File: config.mk
export PLATFORM = sky130hd
export DESIGN_NAME = tmw_timer
export DESIGN_NICKNAME = d
export VERILOG_FILES = /design/src/tmw_pkg.sv /design/src/tmw_timer.sv
export SDC_FILE = /design/constraint.sdc
export NUM_CORES = 1
export LEC_CHECK = 0
export ABC_AREA = 1
export CAP_MARGIN = 20
export CORE_MARGIN = 2
export CORE_UTILIZATION = 58
export DETAILED_ROUTE_END_ITERATION = 16
export DONT_BUFFER_PORTS = 1
export PLACE_DENSITY = 0.76
export REMOVE_ABC_BUFFERS = 1
export SYNTH_ARGS = -nofsm -noshare
export SYNTH_HDL_FRONTEND = slang
export SYNTH_SLANG_ARGS = --single-unit
File: constraint.sdc
create_clock -name core_clk -period 1.86 [get_ports core_clk]
set_clock_uncertainty 0.1 [all_clocks]
set_input_delay 0.372 -clock core_clk [delete_from_list [all_inputs] [get_ports core_clk]]
set_output_delay 0.372 -clock core_clk [all_outputs]
set_load 0.03 [all_outputs]
File: src/tmw_pkg.sv
// Constants and carrier types for the 8-bit timer with waveform generator
package tmw_pkg;

	// Register byte offsets
	localparam logic [7:0] ADDR_CTRL = 8'h00;
	localparam logic [7:0] ADDR_COUNT = 8'h04;
	localparam logic [7:0] ADDR_CMPA = 8'h08;
	localparam logic [7:0] ADDR_CMPB = 8'h0c;
	localparam logic [7:0] ADDR_FLAGS = 8'h10;
	localparam logic [7:0] ADDR_STATUS = 8'h14;

	// Control register field positions
	localparam int CTRL_MODE_LSB = 0;
	localparam int CTRL_COMB_LSB = 4;
	localparam int CTRL_COMA_LSB = 6;
	localparam int CTRL_DIRA_BIT = 8;
	localparam int CTRL_DIRB_BIT = 9;
	localparam int CTRL_RUN_BIT = 10;
	localparam int CTRL_DIV_LSB = 16;

	// Flag register bit positions
	localparam int FLAG_OVF_BIT = 0;
	localparam int FLAG_MATCHA_BIT = 1;
	localparam int FLAG_MATCHB_BIT = 2;

	// Wave mode selection codes
	localparam logic [2:0] MODE_NORMAL = 3'h0;
	localparam logic [2:0] MODE_CLEAR_ON_MATCH = 3'h2;
	localparam logic [2:0] MODE_PWM_MAXTOP = 3'h3;
	localparam logic [2:0] MODE_PWM_CMPTOP = 3'h7;

	// Counter extremes and bus answers
	localparam logic [7:0] COUNT_MAX = 8'hff;
	localparam logic [7:0] COUNT_BOTTOM = 8'h00;
	localparam logic [1:0] RESP_OKAY = 2'h0;
	localparam logic [1:0] RESP_SLVERR = 2'h2;

	typedef struct packed {
		logic [7:0] awaddr;
		logic awvalid;
		logic [31:0] wdata;
		logic [3:0] wstrb;
		logic wvalid;
		logic bready;
		logic [7:0] araddr;
		logic arvalid;
		logic rready;
	} tmw_axi_req_type;

	typedef struct packed {
		logic awready;
		logic wready;
		logic bvalid;
		logic [1:0] bresp;
		logic arready;
		logic rvalid;
		logic [31:0] rdata;
		logic [1:0] rresp;
	} tmw_axi_rsp_type;

	typedef struct packed {
		logic [2:0] waveModeSel;
		logic [1:0] compareOutModeA;
		logic [1:0] compareOutModeB;
		logic dirA;
		logic dirB;
		logic run;
		logic [7:0] tickDiv;
		logic [7:0] divCnt;
		logic [7:0] countValue;
		logic [7:0] compareBufA;
		logic [7:0] compareBufB;
		logic [7:0] compareValueA;
		logic [7:0] compareValueB;
		logic overflowFlag;
		logic matchFlagA;
		logic matchFlagB;
		logic waveA;
		logic waveB;
		logic matchBlock;
		logic awHave;
		logic [7:0] awAddr;
		logic wHave;
		logic [31:0] wData;
		logic [3:0] wStrb;
		logic bvalid;
		logic [1:0] bresp;
		logic rvalid;
		logic [31:0] rdata;
		logic [1:0] rresp;
	} tmw_state_type;

	localparam tmw_state_type STATE_RESET = '0;

endpackage

File: src/tmw_timer.sv
// 8-bit timer/counter with waveform generator and AXI4-Lite registers
//
// The register offsets and the AXI4-Lite register port are this design's own decisions.
`timescale 1ns/1ns
`default_nettype none

// How it works
// - Only the wave mode selection decides how the counter counts.
// - Normal mode always increments, never clears on match, wraps 0xFF to 0x00.
// - Normal mode sets overflow as count becomes zero; hardware never clears it.
// - Normal mode accepts a count write at any moment.
// - Clear-on-match mode clears the count after it equals compare value A.
// - Clear-on-match compare A is written directly; missed match wraps through 0xFF.
// - Clear-on-match sets match flag A each time the top is reached.
// - Clear-on-match with output mode 1 toggles output A on each match.
// - Compare output reaches the pin only when its direction bit is output.
// - Clear-on-match still sets overflow when count passes 0xFF to 0x00.
// - Fast PWM is mode 3 (top 0xFF) or mode 7 (top compare A).
// - Fast PWM counts up to top, then returns to zero next tick.
// - Fast PWM output mode 2 is non-inverted, mode 3 inverted.
// - Fast PWM sets overflow every time the count leaves top for zero.
// - Fast PWM output mode 1 toggles A only with high mode bit; B never.
// - Fast PWM mode 3 with compare A at bottom gives a one-tick spike each period.
// - Fast PWM compare A at max holds output constant per polarity.
// - Fast PWM compare values are double-buffered, loaded at period end.
// - Output mode zero leaves the internal output state untouched.
// - Match flags set at the tick after equality; software writes one to clear.
// - A count write blocks every match in the next tick, even when stopped.
module tmw_timer (
	input wire logic core_clk,
	input wire logic reset,
	input wire tmw_pkg::tmw_axi_req_type axiReq,
	output var tmw_pkg::tmw_axi_rsp_type axiRsp,
	output logic waveOutA,
	output logic waveOutAOeN,
	output logic waveOutB,
	output logic waveOutBOeN
);
	import tmw_pkg::*;

	// Registered state and its next value
	tmw_state_type q;
	tmw_state_type d;

	// Mode decode
	logic isClear;
	logic isPwm;
	logic [7:0] topValue;

	// Tick enable and compare events
	logic tick;
	logic matchA;
	logic matchB;

	// Period end in PWM
	logic atTop;
	logic wrap;

	// Write path under byte strobes
	logic doWrite;
	logic [31:0] byteMask;
	logic [31:0] oldWord;
	logic [31:0] newWord;
	logic [31:0] clrBits;

	// Register readback for any offset; unmapped reads give zero
	function automatic logic [31:0] readWord(input tmw_state_type s,
		input logic [7:0] addr);
		logic [31:0] v;
		v = '0;
		unique case (addr)
			ADDR_CTRL: begin
				v[CTRL_MODE_LSB +: 3] = s.waveModeSel;
				v[CTRL_COMB_LSB +: 2] = s.compareOutModeB;
				v[CTRL_COMA_LSB +: 2] = s.compareOutModeA;
				v[CTRL_DIRA_BIT] = s.dirA;
				v[CTRL_DIRB_BIT] = s.dirB;
				v[CTRL_RUN_BIT] = s.run;
				v[CTRL_DIV_LSB +: 8] = s.tickDiv;
			end
			ADDR_COUNT: v[7:0] = s.countValue;
			// Buffers read back, so software sees what it wrote
			ADDR_CMPA: v[7:0] = s.compareBufA;
			ADDR_CMPB: v[7:0] = s.compareBufB;
			// Write-one-to-clear flags read back as levels
			ADDR_FLAGS: begin
				v[FLAG_OVF_BIT] = s.overflowFlag;
				v[FLAG_MATCHA_BIT] = s.matchFlagA;
				v[FLAG_MATCHB_BIT] = s.matchFlagB;
			end
			ADDR_STATUS: v[2:0] = {s.matchBlock, s.waveB, s.waveA};
			default: v = '0;
		endcase
		return v;
	endfunction

	// Offsets that answer OKAY; everything else is refused
	function automatic logic isMapped(input logic [7:0] addr);
		logic hit;
		hit = 1'b0;
		unique case (addr)
			ADDR_CTRL: hit = 1'b1;
			ADDR_COUNT: hit = 1'b1;
			ADDR_CMPA: hit = 1'b1;
			ADDR_CMPB: hit = 1'b1;
			ADDR_FLAGS: hit = 1'b1;
			ADDR_STATUS: hit = 1'b1;
			default: hit = 1'b0;
		endcase
		return hit;
	endfunction

	// Next internal output state of one compare channel at a tick
	function automatic logic waveNext(input logic cur, input logic [1:0] com,
		input logic canToggle, input logic pwm, input logic match,
		input logic wrapNow, input logic cmpIsTop);
		logic v;
		v = cur;
		// Non-PWM: the output mode picks set, clear or toggle on a match
		if (!pwm) begin
			if (match) begin
				unique case (com)
					2'h0: v = cur;
					2'h1: v = ~cur;
					2'h2: v = 1'b0;
					2'h3: v = 1'b1;
				endcase
			end
		end else if (com[1]) begin
			// Match at top is ignored so the bottom action wins
			if (match && !cmpIsTop) begin
				v = com[0];
			end
			// Bottom action as the count returns to zero
			if (wrapNow) begin
				v = ~com[0];
			end
		end else if (com[0] && canToggle && match) begin
			// Toggle option exists only with the high mode bit
			v = ~cur;
		end
		// Anything else holds the state, output mode zero included
		return v;
	endfunction

	// Port override; toggle code connects in PWM only where allowed
	function automatic logic connected(input logic [1:0] com,
		input logic canToggle, input logic pwm);
		logic on;
		on = 1'b0;
		if (com[1]) begin
			on = 1'b1;
		end else if (com[0]) begin
			on = !pwm || canToggle;
		end
		return on;
	endfunction

	// Mode decode; unknown codes fall through to normal counting
	always_comb begin
		isClear = 1'b0;
		isPwm = 1'b0;
		topValue = COUNT_MAX;
		unique case (q.waveModeSel)
			MODE_CLEAR_ON_MATCH: begin
				isClear = 1'b1;
			end
			MODE_PWM_MAXTOP: begin
				isPwm = 1'b1;
			end
			MODE_PWM_CMPTOP: begin
				isPwm = 1'b1;
				topValue = q.compareValueA;
			end
			default: begin
				isClear = 1'b0;
			end
		endcase
	end

	// Tick divider enable; tickDiv of zero ticks every clock
	// Stopped timer never ticks; a count write still blocks
	assign tick = q.run && q.divCnt == q.tickDiv;

	// Equality seen at a tick acts then, one tick after the count got there
	assign matchA = q.countValue == q.compareValueA && !q.matchBlock;
	assign matchB = q.countValue == q.compareValueB && !q.matchBlock;

	// Period end exists in PWM only; other modes wrap by overflow
	assign atTop = q.countValue == topValue;
	assign wrap = isPwm && atTop;

	// Bus write merge under byte strobes
	assign doWrite = q.awHave && q.wHave && !q.bvalid;
	assign oldWord = readWord(q, q.awAddr);
	assign newWord = (oldWord & ~byteMask) | (q.wData & byteMask);
	assign clrBits = q.wData & byteMask;

	// Byte strobes widened to a bit mask, one lane per strobe
	always_comb begin
		for (int i = 0; i < 4; i++) begin
			byteMask[8 * i +: 8] = {8{q.wStrb[i]}};
		end
	end

	// Whole next-state computation
	always_comb begin
		d = q;

		// Address and data are taken independently, one write at a time
		if (axiReq.awvalid && !q.awHave && !q.bvalid) begin
			d.awHave = 1'b1;
			d.awAddr = axiReq.awaddr;
		end
		if (axiReq.wvalid && !q.wHave && !q.bvalid) begin
			d.wHave = 1'b1;
			d.wData = axiReq.wdata;
			d.wStrb = axiReq.wstrb;
		end
		if (q.bvalid && axiReq.bready) begin
			d.bvalid = 1'b0;
		end
		// Both halves held: apply now, answer from the next cycle
		if (doWrite) begin
			d.awHave = 1'b0;
			d.wHave = 1'b0;
			d.bvalid = 1'b1;
			d.bresp = isMapped(q.awAddr) ? RESP_OKAY : RESP_SLVERR;
		end

		// Read answer holds until rready
		if (q.rvalid && axiReq.rready) begin
			d.rvalid = 1'b0;
		end
		// Read data captured at the edge that takes the address
		if (axiReq.arvalid && !q.rvalid) begin
			d.rvalid = 1'b1;
			d.rdata = readWord(q, axiReq.araddr);
			d.rresp = isMapped(axiReq.araddr) ? RESP_OKAY : RESP_SLVERR;
		end

		// Prescale divider
		if (q.run) begin
			d.divCnt = tick ? 8'h00 : q.divCnt + 8'h01;
		end else begin
			d.divCnt = 8'h00;
		end

		// Flag clears first so a same-cycle hardware set wins
		if (doWrite && q.awAddr == ADDR_FLAGS) begin
			// Zeros written leave the flags alone
			if (clrBits[FLAG_OVF_BIT]) begin
				d.overflowFlag = 1'b0;
			end
			if (clrBits[FLAG_MATCHA_BIT]) begin
				d.matchFlagA = 1'b0;
			end
			if (clrBits[FLAG_MATCHB_BIT]) begin
				d.matchFlagB = 1'b0;
			end
		end

		// Counting sequence depends on wave mode only, never on output modes
		if (tick) begin
			if (wrap) begin
				d.countValue = COUNT_BOTTOM;
			end else if (isClear && matchA) begin
				d.countValue = COUNT_BOTTOM;
			end else begin
				d.countValue = q.countValue + 8'h01;
			end

			// Overflow as the count leaves 0xff, or leaves top in PWM
			if (isPwm ? atTop : q.countValue == COUNT_MAX) begin
				d.overflowFlag = 1'b1;
			end

			// Match flags; a same-cycle set beats the clear above
			if (matchA) begin
				d.matchFlagA = 1'b1;
			end
			if (matchB) begin
				d.matchFlagB = 1'b1;
			end

			// Output state per channel; only A may toggle in PWM
			d.waveA = waveNext(q.waveA, q.compareOutModeA,
				q.waveModeSel[2], isPwm, matchA, wrap,
				q.compareValueA == topValue);
			d.waveB = waveNext(q.waveB, q.compareOutModeB, 1'b0, isPwm,
				matchB, wrap, q.compareValueB == topValue);
			// Buffered compare values load at the period boundary
			if (wrap) begin
				d.compareValueA = q.compareBufA;
				d.compareValueB = q.compareBufB;
			end
			// A blocked match lasts a single tick
			d.matchBlock = 1'b0;
		end

		// Software writes override counting
		if (doWrite) begin
			unique case (q.awAddr)
				// Output mode changes act from the next match, or from the next bottom in PWM
				ADDR_CTRL: begin
					d.waveModeSel = newWord[CTRL_MODE_LSB +: 3];
					d.compareOutModeB = newWord[CTRL_COMB_LSB +: 2];
					d.compareOutModeA = newWord[CTRL_COMA_LSB +: 2];
					d.dirA = newWord[CTRL_DIRA_BIT];
					d.dirB = newWord[CTRL_DIRB_BIT];
					d.run = newWord[CTRL_RUN_BIT];
					d.tickDiv = newWord[CTRL_DIV_LSB +: 8];
				end
				// Count write beats the tick and blocks the next match
				ADDR_COUNT: begin
					d.countValue = newWord[7:0];
					d.matchBlock = 1'b1;
				end
				// Direct load outside PWM; in PWM the buffer waits
				ADDR_CMPA: begin
					d.compareBufA = newWord[7:0];
					if (!isPwm) begin
						d.compareValueA = newWord[7:0];
					end
				end
				ADDR_CMPB: begin
					d.compareBufB = newWord[7:0];
					if (!isPwm) begin
						d.compareValueB = newWord[7:0];
					end
				end
				default: d.matchBlock = d.matchBlock;
			endcase
		end
	end

	// Single state register
	always_ff @(posedge core_clk) begin
		if (reset) begin
			q <= STATE_RESET;
		end else begin
			q <= d;
		end
	end

	// Bus answers; ready is low while a previous answer is pending
	always_comb begin
		// Write channels
		axiRsp.awready = !q.awHave && !q.bvalid;
		axiRsp.wready = !q.wHave && !q.bvalid;
		axiRsp.bvalid = q.bvalid;
		axiRsp.bresp = q.bresp;

		// Read channel
		axiRsp.arready = !q.rvalid;
		axiRsp.rvalid = q.rvalid;
		axiRsp.rdata = q.rdata;
		axiRsp.rresp = q.rresp;
	end

	// Internal output state, kept while the pin is released
	assign waveOutA = q.waveA;
	assign waveOutB = q.waveB;

	// Pin drive needs both an override mode and the output direction
	assign waveOutAOeN = !(q.dirA && connected(q.compareOutModeA,
		q.waveModeSel[2], isPwm));
	assign waveOutBOeN = !(q.dirB && connected(q.compareOutModeB,
		1'b0, isPwm));

endmodule

`default_nettype wire

==> impl_metrics.json, run 1 <==
{
  "outcome": "finished, violations left",
  "violations": "hold timing, setup timing",
  "synthFlopType": "dfxtp_1",
  "die_w_um": 116.2,
  "rsz0062_at_grt": "yes",
  "cts_tree": "yes",
  "top_layer_used": "met4",
  "power.total_mw": 6.988,
  "dp_hpwl_mm": 18.51,
  "synthMuxAreaShare_pct": 0,
  "peakVddDrop_v": 0.0008008,
  "routedWlPerCell_um": 18.46,
  "period_share_pct": 112.4,
  "grt_max_degree": 30,
  "setup_viol_count_final": 49,
  "die_area_mm2": 0.01350,
  "synth-xor-area-share_pct": 2.039,
  "ys_ff_latch": 127,
  "synthAdderAreaFrac_pct": 0.3428,
  "whs_ps": -1.782,
  "ioPinCount": 104,
  "antenna_found_initial": 0,
  "ys_types": 39,
  "final_nets": 1324,
  "drive_gt1_share_pct": 27.19,
  "crit_path_max_incr_delay_ps": 320,
  "synth_compound_area_share_pct": 16.97,
  "drt_iter0_markers": 1082,
  "antennaDiodeCount": 0,
  "internal_power_mw": 5.003,
  "fmax_ghz": 0.4783,
  "wl_met1_mm": 10.87,
  "cts-buffers-inserted": 17,
  "grt_pass1_wl_mm": 38.61,
  "crit_buf_inv": 6,
  "synthCells": 1131,
  "p_sw_mw": 1.986,
  "grt_overflow": 0,
  "area_delta_synth_final_pct": 32.61,
  "cts_buffer_depth": 2,
  "synth.avg_cell_area_um2": 6.455,
  "cp-start-kind": "register",
  "fin_ws_ps": -230.8,
  "final.min_clock_period_ps": 2091,
  "track_usage_pct": 38.02,
  "seq_power_share_pct": 42.2,
  "clock_latency_ps": 430,
  "dp_worst_setup_slack_ps": -295.6,
  "start_util_pct": 60.03,
  "placeableCoreArea_mm2": 0.01216,
  "slew_headroom_pct": 63.42,
  "multiInputGateArea_mm2": 0.004200,
  "final_max_slew_viol_count": 0,
  "finalHoldViolCount": 1,
  "netlist_area_mm2": 0.007301,
  "cp.arrival_ps": 2360,
  "routed_via_density": 5.882,
  "pwr-share-comb_pct": 12.2,
  "vias": 8493,
  "clkTransAtPathRegs_ps": 60,
  "clock_sink_count": 127,
  "io_buffers": 0,
  "tightest_slew_ps": 547.9,
  "synth_edf_count": 0,
  "hold_path.class": "input port to register",
  "ant_nets": 0,
  "cp_slowest_cell": "dfxtp_2",
  "ys_warn_count": 0,
  "switching_share_pct": 28.42,
  "die_h_um": 116.2,
  "synth_top_family_by_area": "simple AND/OR/NAND/NOR gates",
  "wl_met2_mm": 11.72,
  "grt_pass1_vias": 7331,
  "ff_latch_area_mm2": 0.002560,
  "cp-end-kind": "register",
  "power_density_mw_per_mm2": 721.8,
  "async_reset_ff_share_pct": 0,
  "clock_power_share_pct": 45.6,
  "p_leak_nw": 4.435,
  "worstSetupPathType": "register to register",
  "critPathMaxFanout": 5,
  "rows": 40,
  "cap_viol_max_count": 0,
  "yosys.area_share.simple_pct": 31.23,
  "required_ps": 2130,
  "place.gp.congestion": 1.032,
  "cts_root_buffer": "clkbuf_16",
  "drt_first_pass_iters": 7,
  "fill_cells": 894,
  "routed_wl_mm": 26.65,
  "path_delay_family": "simple AND/OR/NAND/NOR gates",
  "drc": 0,
  "cts_max_level": 4,
  "path_cells": "inv_2 > buf_6 > nand4_1 > nor2_4 > buf_12 > nand2_2 > o21ai_1 > o21ai_1 > buf_4 > nand3_1 > nand2_1 > inv_1 > nand2_1 > inv_1",
  "detailroute.wirelength.met3_mm": 2.857,
  "yosysSeqAreaShare_pct": 34.82
}
[power groups by stage]
stage | clock (mW) | combinational, mW | sequential, mW
CTS | 3.18 | 0.711 | 2.94
global route | 3.32 | 0.912 | 2.96
global placement | 0 | 0.633 | 2.99
finish | 3.18 | 0.855 | 2.95
floorplan | 0 | 0.371 | 2.99
detailed placement | 0 | 0.648 | 3.00
[state kept, by name, indices dropped and copies added, names as in the netlist]
signal / cells
q: 99
axiRsp: 23
byteMask: 3
waveOutA: 1
waveOutB: 1
[logic make-up after synthesis]
kind of cell | Yosys count
AND/OR/NAND/NOR | 518
AO/OA/AOI/OAI | 238
XOR/XNOR | 17
flip-flops | 127
buffers and inverters | 228
other | 1
adder cells (fa/ha/maj) | 2
[through the flow]
stage	std cells	util [%]	hold WS [ps]	instance area, um^2	TNS [ps]
after CTS	1429	75.58	4.076	9191	-1529
after floorplan	1060	-	338.8	6833	-13630
after global routing	1444	79.61	3.530	9682	-8607
after global placement	1383	68.10	350.9	8282	-5400
after detailed placement	1383	68.10	349.7	8282	-7687
final	1444	79.61	-1.782	9682	-4462
[path summary, 6_finish.rpt]
kind	cells past startpoint	startpoint	endpoint	slack (ps)
worst min-delay path	3	reset	q[108]$_SDFFE_PP0P_	-2
worst max register to register	14	q[82]$_SDFFE_PP0P_	q[95]$_SDFF_PP0_	-230
worst max-delay path	14	q[82]$_SDFFE_PP0P_	q[95]$_SDFF_PP0_	-230
worst min register to register	2	q[58]$_SDFFE_PP0P_	q[58]$_SDFFE_PP0P_	380
[layout make-up]
class                      instances  area share (%)
multi-input combinational        792           43.38
sequential                       127           26.44
timing repair buffer             181           16.44
inverter                         143           5.712
clock buffer                      18           4.433
tap                              168           2.171
clock inverter                    14           1.370
timing repair inverter             1         0.05169
[routing by layer]
layer / GRT usage, % / vias to the layer above
met4: 16.43 / 0
met2: 57.78 / 579
met5: 0 / -
met3: 8.926 / 111
met1: 51.91 / 3880
li1: - / 3923
[cells in the final DEF (no fill, tap or decap), drive strengths merged]
cell type	instances
o2111ai	2
a31oi	2
clkinvlp	3
inv	146
nand3b	4
nand3	99
o41ai	1
a21oi	103
dlygate4sd3	2
o221ai	2
dfxtp	127
xnor2	8
o211ai	2
buf	178
ha	2
bufinv	1
nor3	13
o22ai	15
clkbuf	19
nand4	31
o21a	1
clkinv	8
xor2	9
nor3b	1
or2	2
conb	15
nor2	126
nand2	244
o21ai	110
[repair_timing]
item,in CTS,in global routing
hold endpoints to repair,27,2
gates resized for setup,80,137
hold buffers,1,1
setup buffers,10,10
pin swaps,21,40
gates cloned,3,3
setup endpoints to repair,61,61
[synth_stat cells (2+ instances only)]
| cell | n | area share [%] |
|---|---|---|
| nor2_1 | 118 | 6.1 |
| ha_1 | 2 | 0.34 |
| o2111ai_1 | 2 | 0.24 |
| buf_4 | 38 | 3.9 |
| nor2_4 | 2 | 0.31 |
| or2_2 | 2 | 0.17 |
| nand4_1 | 30 | 2.6 |
| nand2_2 | 2 | 0.17 |
| inv_1 | 140 | 7.2 |
| nand2_1 | 240 | 12 |
| buf_1 | 2 | 0.10 |
| inv_2 | 2 | 0.10 |
| clkbuf_1 | 26 | 1.3 |
| buf_2 | 14 | 0.96 |
| o21ai_0 | 110 | 7.5 |
| nand3_1 | 99 | 6.8 |
| xor2_1 | 9 | 1.1 |
| xnor2_1 | 8 | 0.96 |
| o22ai_1 | 15 | 1.3 |
| a31oi_1 | 2 | 0.17 |
| o211ai_1 | 2 | 0.21 |
| o221ai_1 | 2 | 0.24 |
| nand3b_1 | 4 | 0.41 |
| buf_6 | 4 | 0.62 |
| nor2_2 | 4 | 0.34 |
| a21oi_1 | 103 | 7.1 |
| dfxtp_1 | 127 | 35 |
| nor3_1 | 11 | 0.75 |
[worst reg2reg max path: stages, from the launching register on]
cell     delay (ps)
dfxtp_2         320
inv_2            80
buf_6           110
nand4_1         140
nor2_4          240
buf_12          160
nand2_2          50
o21ai_1          80
o21ai_1         120
buf_4           180
nand3_1         170
nand2_1         100
inv_1            60
nand2_1          60
inv_1            50
Note: power is estimated with default switching activity, not from simulation.
==> run 2: changes to the inputs <==
--- a/config.mk
+++ b/config.mk
@@ -9,6 +9,7 @@
 export CAP_MARGIN = 20
 export CORE_MARGIN = 2
 export CORE_UTILIZATION = 58
+export CTS_CLUSTER_DIAMETER = 40
 export DETAILED_ROUTE_END_ITERATION = 16
 export DONT_BUFFER_PORTS = 1
 export PLACE_DENSITY = 0.76
==> constraint.sdc (replaced) <==
create_clock -name core_clk -period 1.9 [get_ports core_clk]
set_clock_uncertainty 0.1 [all_clocks]
set_input_delay 0.38 -clock core_clk [delete_from_list [all_inputs] [get_ports core_clk]]
set_output_delay 0.38 -clock core_clk [all_outputs]
set_load 0.03 [all_outputs]
==> run 2 against run 1 <==
Compared with the run above: the run ends with setup timing left; core utilization decreased by 2.4 points; wire length is 2.5% lower; count of clock-buffer cells in the layout is the same; critical path depth is 1 lower; first-iteration DRC count increased by 9.9%; via count is 1.4% lower; die area is the same; maximum frequency is 1.4% higher; combinational power is 10% lower; sequential share of layout area grew 0.91 points; register-to-register slack gained 70 ps; sequential cell count stayed put; critical path type unchanged; critical endpoint unchanged.
==> impl_metrics.json, run 2 (synthesis results as in run 1) <==
{
  "outcome": "finished, violations left",
  "violations": "setup timing",
  "io_buffers": 0,
  "drive_gt1_share_pct": 23.75,
  "cp-end-kind": "register",
  "top_register": "q",
  "mostFrequentLayoutCells": "218 x nand2_1, 145 x buf_4, 129 x inv_1",
  "critPathMaxFanout": 6,
  "min_from": "reset",
  "cts_buffer_depth": 2,
  "vias": 8373,
  "grt_overflow": 0,
  "layout_commonest_cell": "nand2_1",
  "clock_power_share_pct": 47.6,
  "cts-buffers-inserted": 17,
  "cts_max_level": 4,
  "area_delta_synth_final_pct": 28.59,
  "grt_max_degree": 63,
  "hold_end": "q[93]$_SDFF_PP0_",
  "required_ps": 2120,
  "regToRegStartpoint": "q[82]$_SDFFE_PP0P_",
  "dp_hpwl_mm": 18.13,
  "place.gp.congestion": 0.9935,
  "hold_path.class": "input port to register",
  "routed_via_density": 5.851,
  "tightest_slew_ps": 1238,
  "cp.arrival_ps": 2280,
  "clkTransAtPathRegs_ps": 60,
  "switching_share_pct": 27.64,
  "cp-start-kind": "register",
  "rows": 40,
  "seq_power_share_pct": 41.4,
  "fin_ws_ps": -162.2,
  "rr_worst_depth": 13,
  "pwr-share-comb_pct": 11.0,
  "cts_root_buffer": "clkbuf_16",
  "drt_iter0_markers": 1189,
  "p_leak_nw": 4.277,
  "timing.rr.end": "q[95]$_SDFF_PP0_",
  "clock_latency_ps": 420,
  "worstSetupPathType": "register to register",
  "grt_pass1_wl_mm": 37.73,
  "antenna_found_initial": 0,
  "dp_worst_setup_slack_ps": -225.4,
  "cts_tree": "yes",
  "rsz0062_at_grt": "yes",
  "tns_ps": -1806,
  "power.total_mw": 6.962,
  "p_sw_mw": 1.924,
  "setup_viol_count_final": 34,
  "fmax_ghz": 0.4849,
  "peakVddDrop_v": 0.0008255,
  "ant_nets": 0,
  "largest_reg_flops": 99,
  "drt_first_pass_iters": 6,
  "finalHoldViolCount": 0,
  "dp_cells": 1366,
  "ioPinCount": 104,
  "track_usage_pct": 36.96,
  "die_area_mm2": 0.01350,
  "final.min_clock_period_ps": 2062,
  "final_cells": 1431,
  "min_path_cells": 3,
  "power_density_mw_per_mm2": 741.6,
  "placeableCoreArea_mm2": 0.01216,
  "final_nets": 1311,
  "drc": 0,
  "routedWlPerCell_um": 18.15,
  "die_h_um": 116.2,
  "rrSetupSlack_ps": -160,
  "routed_wl_mm": 25.98,
  "internal_power_mw": 5.038,
  "cap_viol_max_count": 0,
  "antennaDiodeCount": 0,
  "slew_headroom_pct": 17.17,
  "final_max_slew_viol_count": 0,
  "start_util_pct": 60.03,
  "clock_sink_count": 127,
  "grt_pass1_vias": 7312,
  "die_w_um": 116.2,
  "period_share_pct": 108.5
}
[run 2: changes by cell type in the layout (fill, tap and decap cells not counted), sizes merged]
cell | before | now
bufinv | 1 | 2
clkinv | 8 | 5
dlygate4sd3 | 2 | 1
nor2 | 126 | 127
nand2 | 244 | 243
inv | 146 | 147
buf | 178 | 168
clkbuf | 19 | 18
[run 2: layout make-up]
| type | count | area, um^2 |
|---|---|---|
| multi-input cells | 792 | 4035 |
| inverters | 143 | 548.0 |
| clock inverters | 14 | 156.4 |
| flip-flops and latches | 127 | 2567 |
| clock buffers | 18 | 439.2 |
| repair buffers | 169 | 1431 |
| well taps | 168 | 210.2 |
| fillers | 963 | 2774 |
[run 2: power by group through the flow]
stage                     clock network [mW]  registers, mW  logic, mW
after floorplan                            0           2.93      0.363
after global placement                     0           2.93      0.610
after detailed placement                   0           2.93      0.619
after CTS                               3.31           2.88      0.681
after global routing                    3.43           2.89      0.833
final                                   3.31           2.88      0.766
[run 2: per-layer routing]
metal  wire [um]  track usage, %  up-vias
met1       10260           49.21     3788
met4        1267           17.54        0
met5           0               0        -
li1            -               -     3903
met2       11540           56.69      577
met3        2907           8.978      105
[run 2: stage by stage]
step | hold WS [ps] | util, % | instance area, um^2
2_1_floorplan | 338.8 | - | 6833
3_3_place_gp | 357.5 | 66.94 | 8142
3_5_place_dp | 358.2 | 66.94 | 8142
4_1_cts | 0.06850 | 73.85 | 8981
5_1_grt | 2.543 | 77.19 | 9388
6_report | 11.19 | 77.19 | 9388
[run 2: worst max path at each step]
| stage | startpoint | slack, ps | cells after the start | end |
|---|---|---|---|---|
| 4_1_cts | q[154]$_SDFFE_PP0P_ | -90 | 7 | waveOutBOeN |
| 3_3_place_gp | q[153]$_SDFFE_PP0P_ | -210 | 12 | q[96]$_SDFF_PP0_ |
| 2_1_floorplan | q[153]$_SDFFE_PP0P_ | -460 | 13 | q[127]$_SDFF_PP0_ |
| 5_1_grt | q[82]$_SDFFE_PP0P_ | -240 | 13 | q[96]$_SDFF_PP0_ |
| 6_report | q[82]$_SDFFE_PP0P_ | -160 | 13 | q[95]$_SDFF_PP0_ |
| 3_5_place_dp | q[153]$_SDFFE_PP0P_ | -230 | 12 | q[94]$_SDFF_PP0_ |
[run 2: timing repair]
action	4_1_cts	5_1_grt
setup endpoints to repair	47	67
resized for setup	40	108
pin swaps	7	26
gates cloned	1	3
hold endpoints to repair	26	0
hold buffers	1	0
setup buffers	13	15
[run 2: worst max-delay path, cell delays in order (launching register included)]
cell and delay (ps):
dfxtp_1 300, inv_2 80, nand2_2 90, nor3_4 250
buf_12 160, nand4_1 200, nor2_2 220, buf_4 130
buf_4 100, nand3_1 100, nand2_1 80, inv_1 40
nand2_1 50, inv_1 40
==> run 3: changes to the inputs <==
--- a/config.mk
+++ b/config.mk
@@ -5,7 +5,6 @@
 export SDC_FILE = /design/constraint.sdc
 export NUM_CORES = 1
 export LEC_CHECK = 0
-export ABC_AREA = 1
 export CAP_MARGIN = 20
 export CORE_MARGIN = 2
 export CORE_UTILIZATION = 58
==> run 3 against run 2 <==
Compared with the run above: the flow finishes with violations (hold timing, setup timing); wire length fell by 14%; synthesized area fell by 9.6%; die area fell by 9.3%; critical path type unchanged; largest power group unchanged; highest routed layer unchanged.
==> impl_metrics.json, run 3 <==
{
  "outcome": "finished, violations left",
  "violations": "hold timing, setup timing",
  "final.min_clock_period_ps": 2289,
  "async_reset_ff_share_pct": 0,
  "path_cells": "or4_4 > or3_4 > nor4_4 > buf_4 > buf_6 > buf_6 > nand3_1 > a21oi_2",
  "worstSetupPathType": "register to register",
  "drive_gt1_share_pct": 35.89,
  "placeableCoreArea_mm2": 0.01098,
  "fmax_ghz": 0.4368,
  "rows": 38,
  "p_leak_nw": 3.356,
  "synth_top_area_cell": "dfxtp_1",
  "grt_max_degree": 102,
  "ff_latch_area_mm2": 0.002561,
  "cts_root_buffer": "clkbuf_16",
  "tightest_slew_ps": 711.1,
  "antenna_found_initial": 0,
  "cts-buffers-inserted": 17,
  "ctsHoldBuffers": 2,
  "rsz0062_at_grt": "yes",
  "grt_pass1_wl_mm": 33.13,
  "finalHoldViolCount": 95,
  "cap_viol_max_count": 0,
  "synth.avg_cell_area_um2": 8.452,
  "cp.arrival_ps": 2540,
  "place.gp.congestion": 1.025,
  "drc": 0,
  "cts_tree": "yes",
  "synth_common_cells": "127 x dfxtp_1, 123 x nand2_1, 90 x a21oi_1",
  "ys_types": 58,
  "setup_viol_count_final": 65,
  "drt_iter0_markers": 766,
  "period_share_pct": 120.5,
  "routedWlPerCell_um": 21.99,
  "hold_end": "q[138]$_SDFFE_PP0P_",
  "track_usage_pct": 34.01,
  "die_h_um": 110.7,
  "final_nets": 927,
  "cp-end-kind": "register",
  "crit_path_max_incr_delay_ps": 540,
  "yosysSeqAreaShare_pct": 38.51,
  "start_util_pct": 60.10,
  "netlist_area_mm2": 0.006601,
  "drt_first_pass_iters": 7,
  "synth_most_common_cell": "dfxtp_1",
  "cp_slowest_cell": "or4_4",
  "ant_nets": 0,
  "whs_ps": -86.04,
  "design_area_mm2": 0.008685,
  "io_buffers": 0,
  "synth_area_leaders": "dfxtp_1 39%, nand2_1 7.0%, a21oi_1 6.8%",
  "cts_buffer_depth": 2,
  "mostFrequentLayoutCells": "115 x buf_4, 114 x dfxtp_1, 107 x nand2_1",
  "dp_worst_setup_slack_ps": -404.2,
  "top_register": "q",
  "post-route-util_pct": 79.07,
  "die_area_mm2": 0.01225,
  "layout_commonest_cell": "buf_4",
  "routed_wl_mm": 22.32,
  "routed_via_density": 6.392,
  "ioPinCount": 104,
  "crit_top_cell": "buf_6",
  "dpl_cell_area_mm2": 0.007134,
  "area_delta_synth_final_pct": 31.56,
  "cp-start-kind": "register",
  "final_max_slew_viol_count": 0,
  "crit_buf_inv": 3,
  "antennaDiodeCount": 0,
  "synthFlopType": "dfxtp_1",
  "min_from": "reset",
  "power_density_mw_per_mm2": 777.8,
  "rr_worst_depth": 8,
  "die_w_um": 110.7,
  "regToRegStartpoint": "q[75]$_SDFFE_PP0P_",
  "synth_edf_count": 0,
  "vias": 6488,
  "largest_reg_flops": 99,
  "final_cells": 1015,
  "grt_pass1_vias": 6295,
  "min_path_cells": 1,
  "fin_ws_ps": -389.3,
  "multiInputGateArea_mm2": 0.004089,
  "path_delay_family": "simple AND/OR/NAND/NOR gates",
  "rrSetupSlack_ps": -390,
  "clkTransAtPathRegs_ps": 50,
  "slew_headroom_pct": 52.48,
  "synthCells": 781,
  "hold_path.class": "input port to register",
  "required_ps": 2150,
  "clock_sink_count": 127,
  "fill_cells": 674,
  "critPathMaxFanout": 5,
  "synth_top_area_share_pct": 38.51,
  "peakVddDrop_v": 0.0007219,
  "power.total_mw": 6.755,
  "cts_max_level": 4,
  "dp_cells": 956,
  "ys_ff_latch": 127,
  "clock_latency_ps": 430,
  "grt_overflow": 0,
  "ys_warn_count": 0,
  "timing.rr.end": "q[145]$_SDFFE_PP0P_",
  "tns_ps": -18950,
  "dp_hpwl_mm": 13.94
}
run 3: worst max-delay path by stage:
stage	cells after the start	end	slack [ps]	start
floorplan	6	q[138]$_SDFFE_PP0P_	-870	q[75]$_SDFFE_PP0P_
global placement	5	q[128]$_SDFF_PP0_	-380	q[75]$_SDFFE_PP0P_
detailed placement	8	q[97]$_SDFF_PP0_	-400	q[75]$_SDFFE_PP0P_
CTS	7	q[143]$_SDFFE_PP0P_	-360	q[75]$_SDFFE_PP0P_
global route	10	q[123]$_SDFF_PP0_	-470	q[75]$_SDFFE_PP0P_
finish	8	q[145]$_SDFFE_PP0P_	-390	q[75]$_SDFFE_PP0P_
run 3: area by class of cell:
cell class / instances / share of cell area, %
Multi-Input combinational cell: 568 / 47.08
Sequential cell: 127 / 29.49
Timing Repair Buffer: 145 / 14.70
Clock buffer: 18 / 5.057
Tap cell: 140 / 2.017
Clock inverter: 10 / 1.354
Inverter: 7 / 0.3026
run 3: power breakdown:
part | leakage [nW] | internal (mW) | switching (mW)
clock network | 0.262 | 1.93 | 1.21
logic | 2.06 | 0.335 | 0.448
registers | 1.04 | 2.74 | 0.0971
total | 3.36 | 5.00 | 1.75
run 3: kinds of logic after synthesis:
group                      synth area share, %
muxes                                    9.799
DFF                                      38.51
xor gates and xnor gates                 5.174
adders and majority gates               0.3790
other                                  0.05681
AOI/OAI and AO/OA                        15.54
buffers and inverters                    9.496
and+or+nand+nor                          21.04
run 3: layer usage:
layer	track usage, %	vias to the layer above	share of wire, %
li1	-	2853	-
met1	44.79	3123	39
met2	54.27	430	48
met3	8.475	82	9.9
met4	12.75	0	3.3
met5	0	-	0
run 3: repair_timing:
item                                    in CTS  in global routing
endpoints found under the setup margin      66                 74
cloned                                       2                  1
hold endpoints to repair                    97                 95
gates resized for setup                     93                 78
pin swaps                                   32                 18
buffers inserted                            12                 15
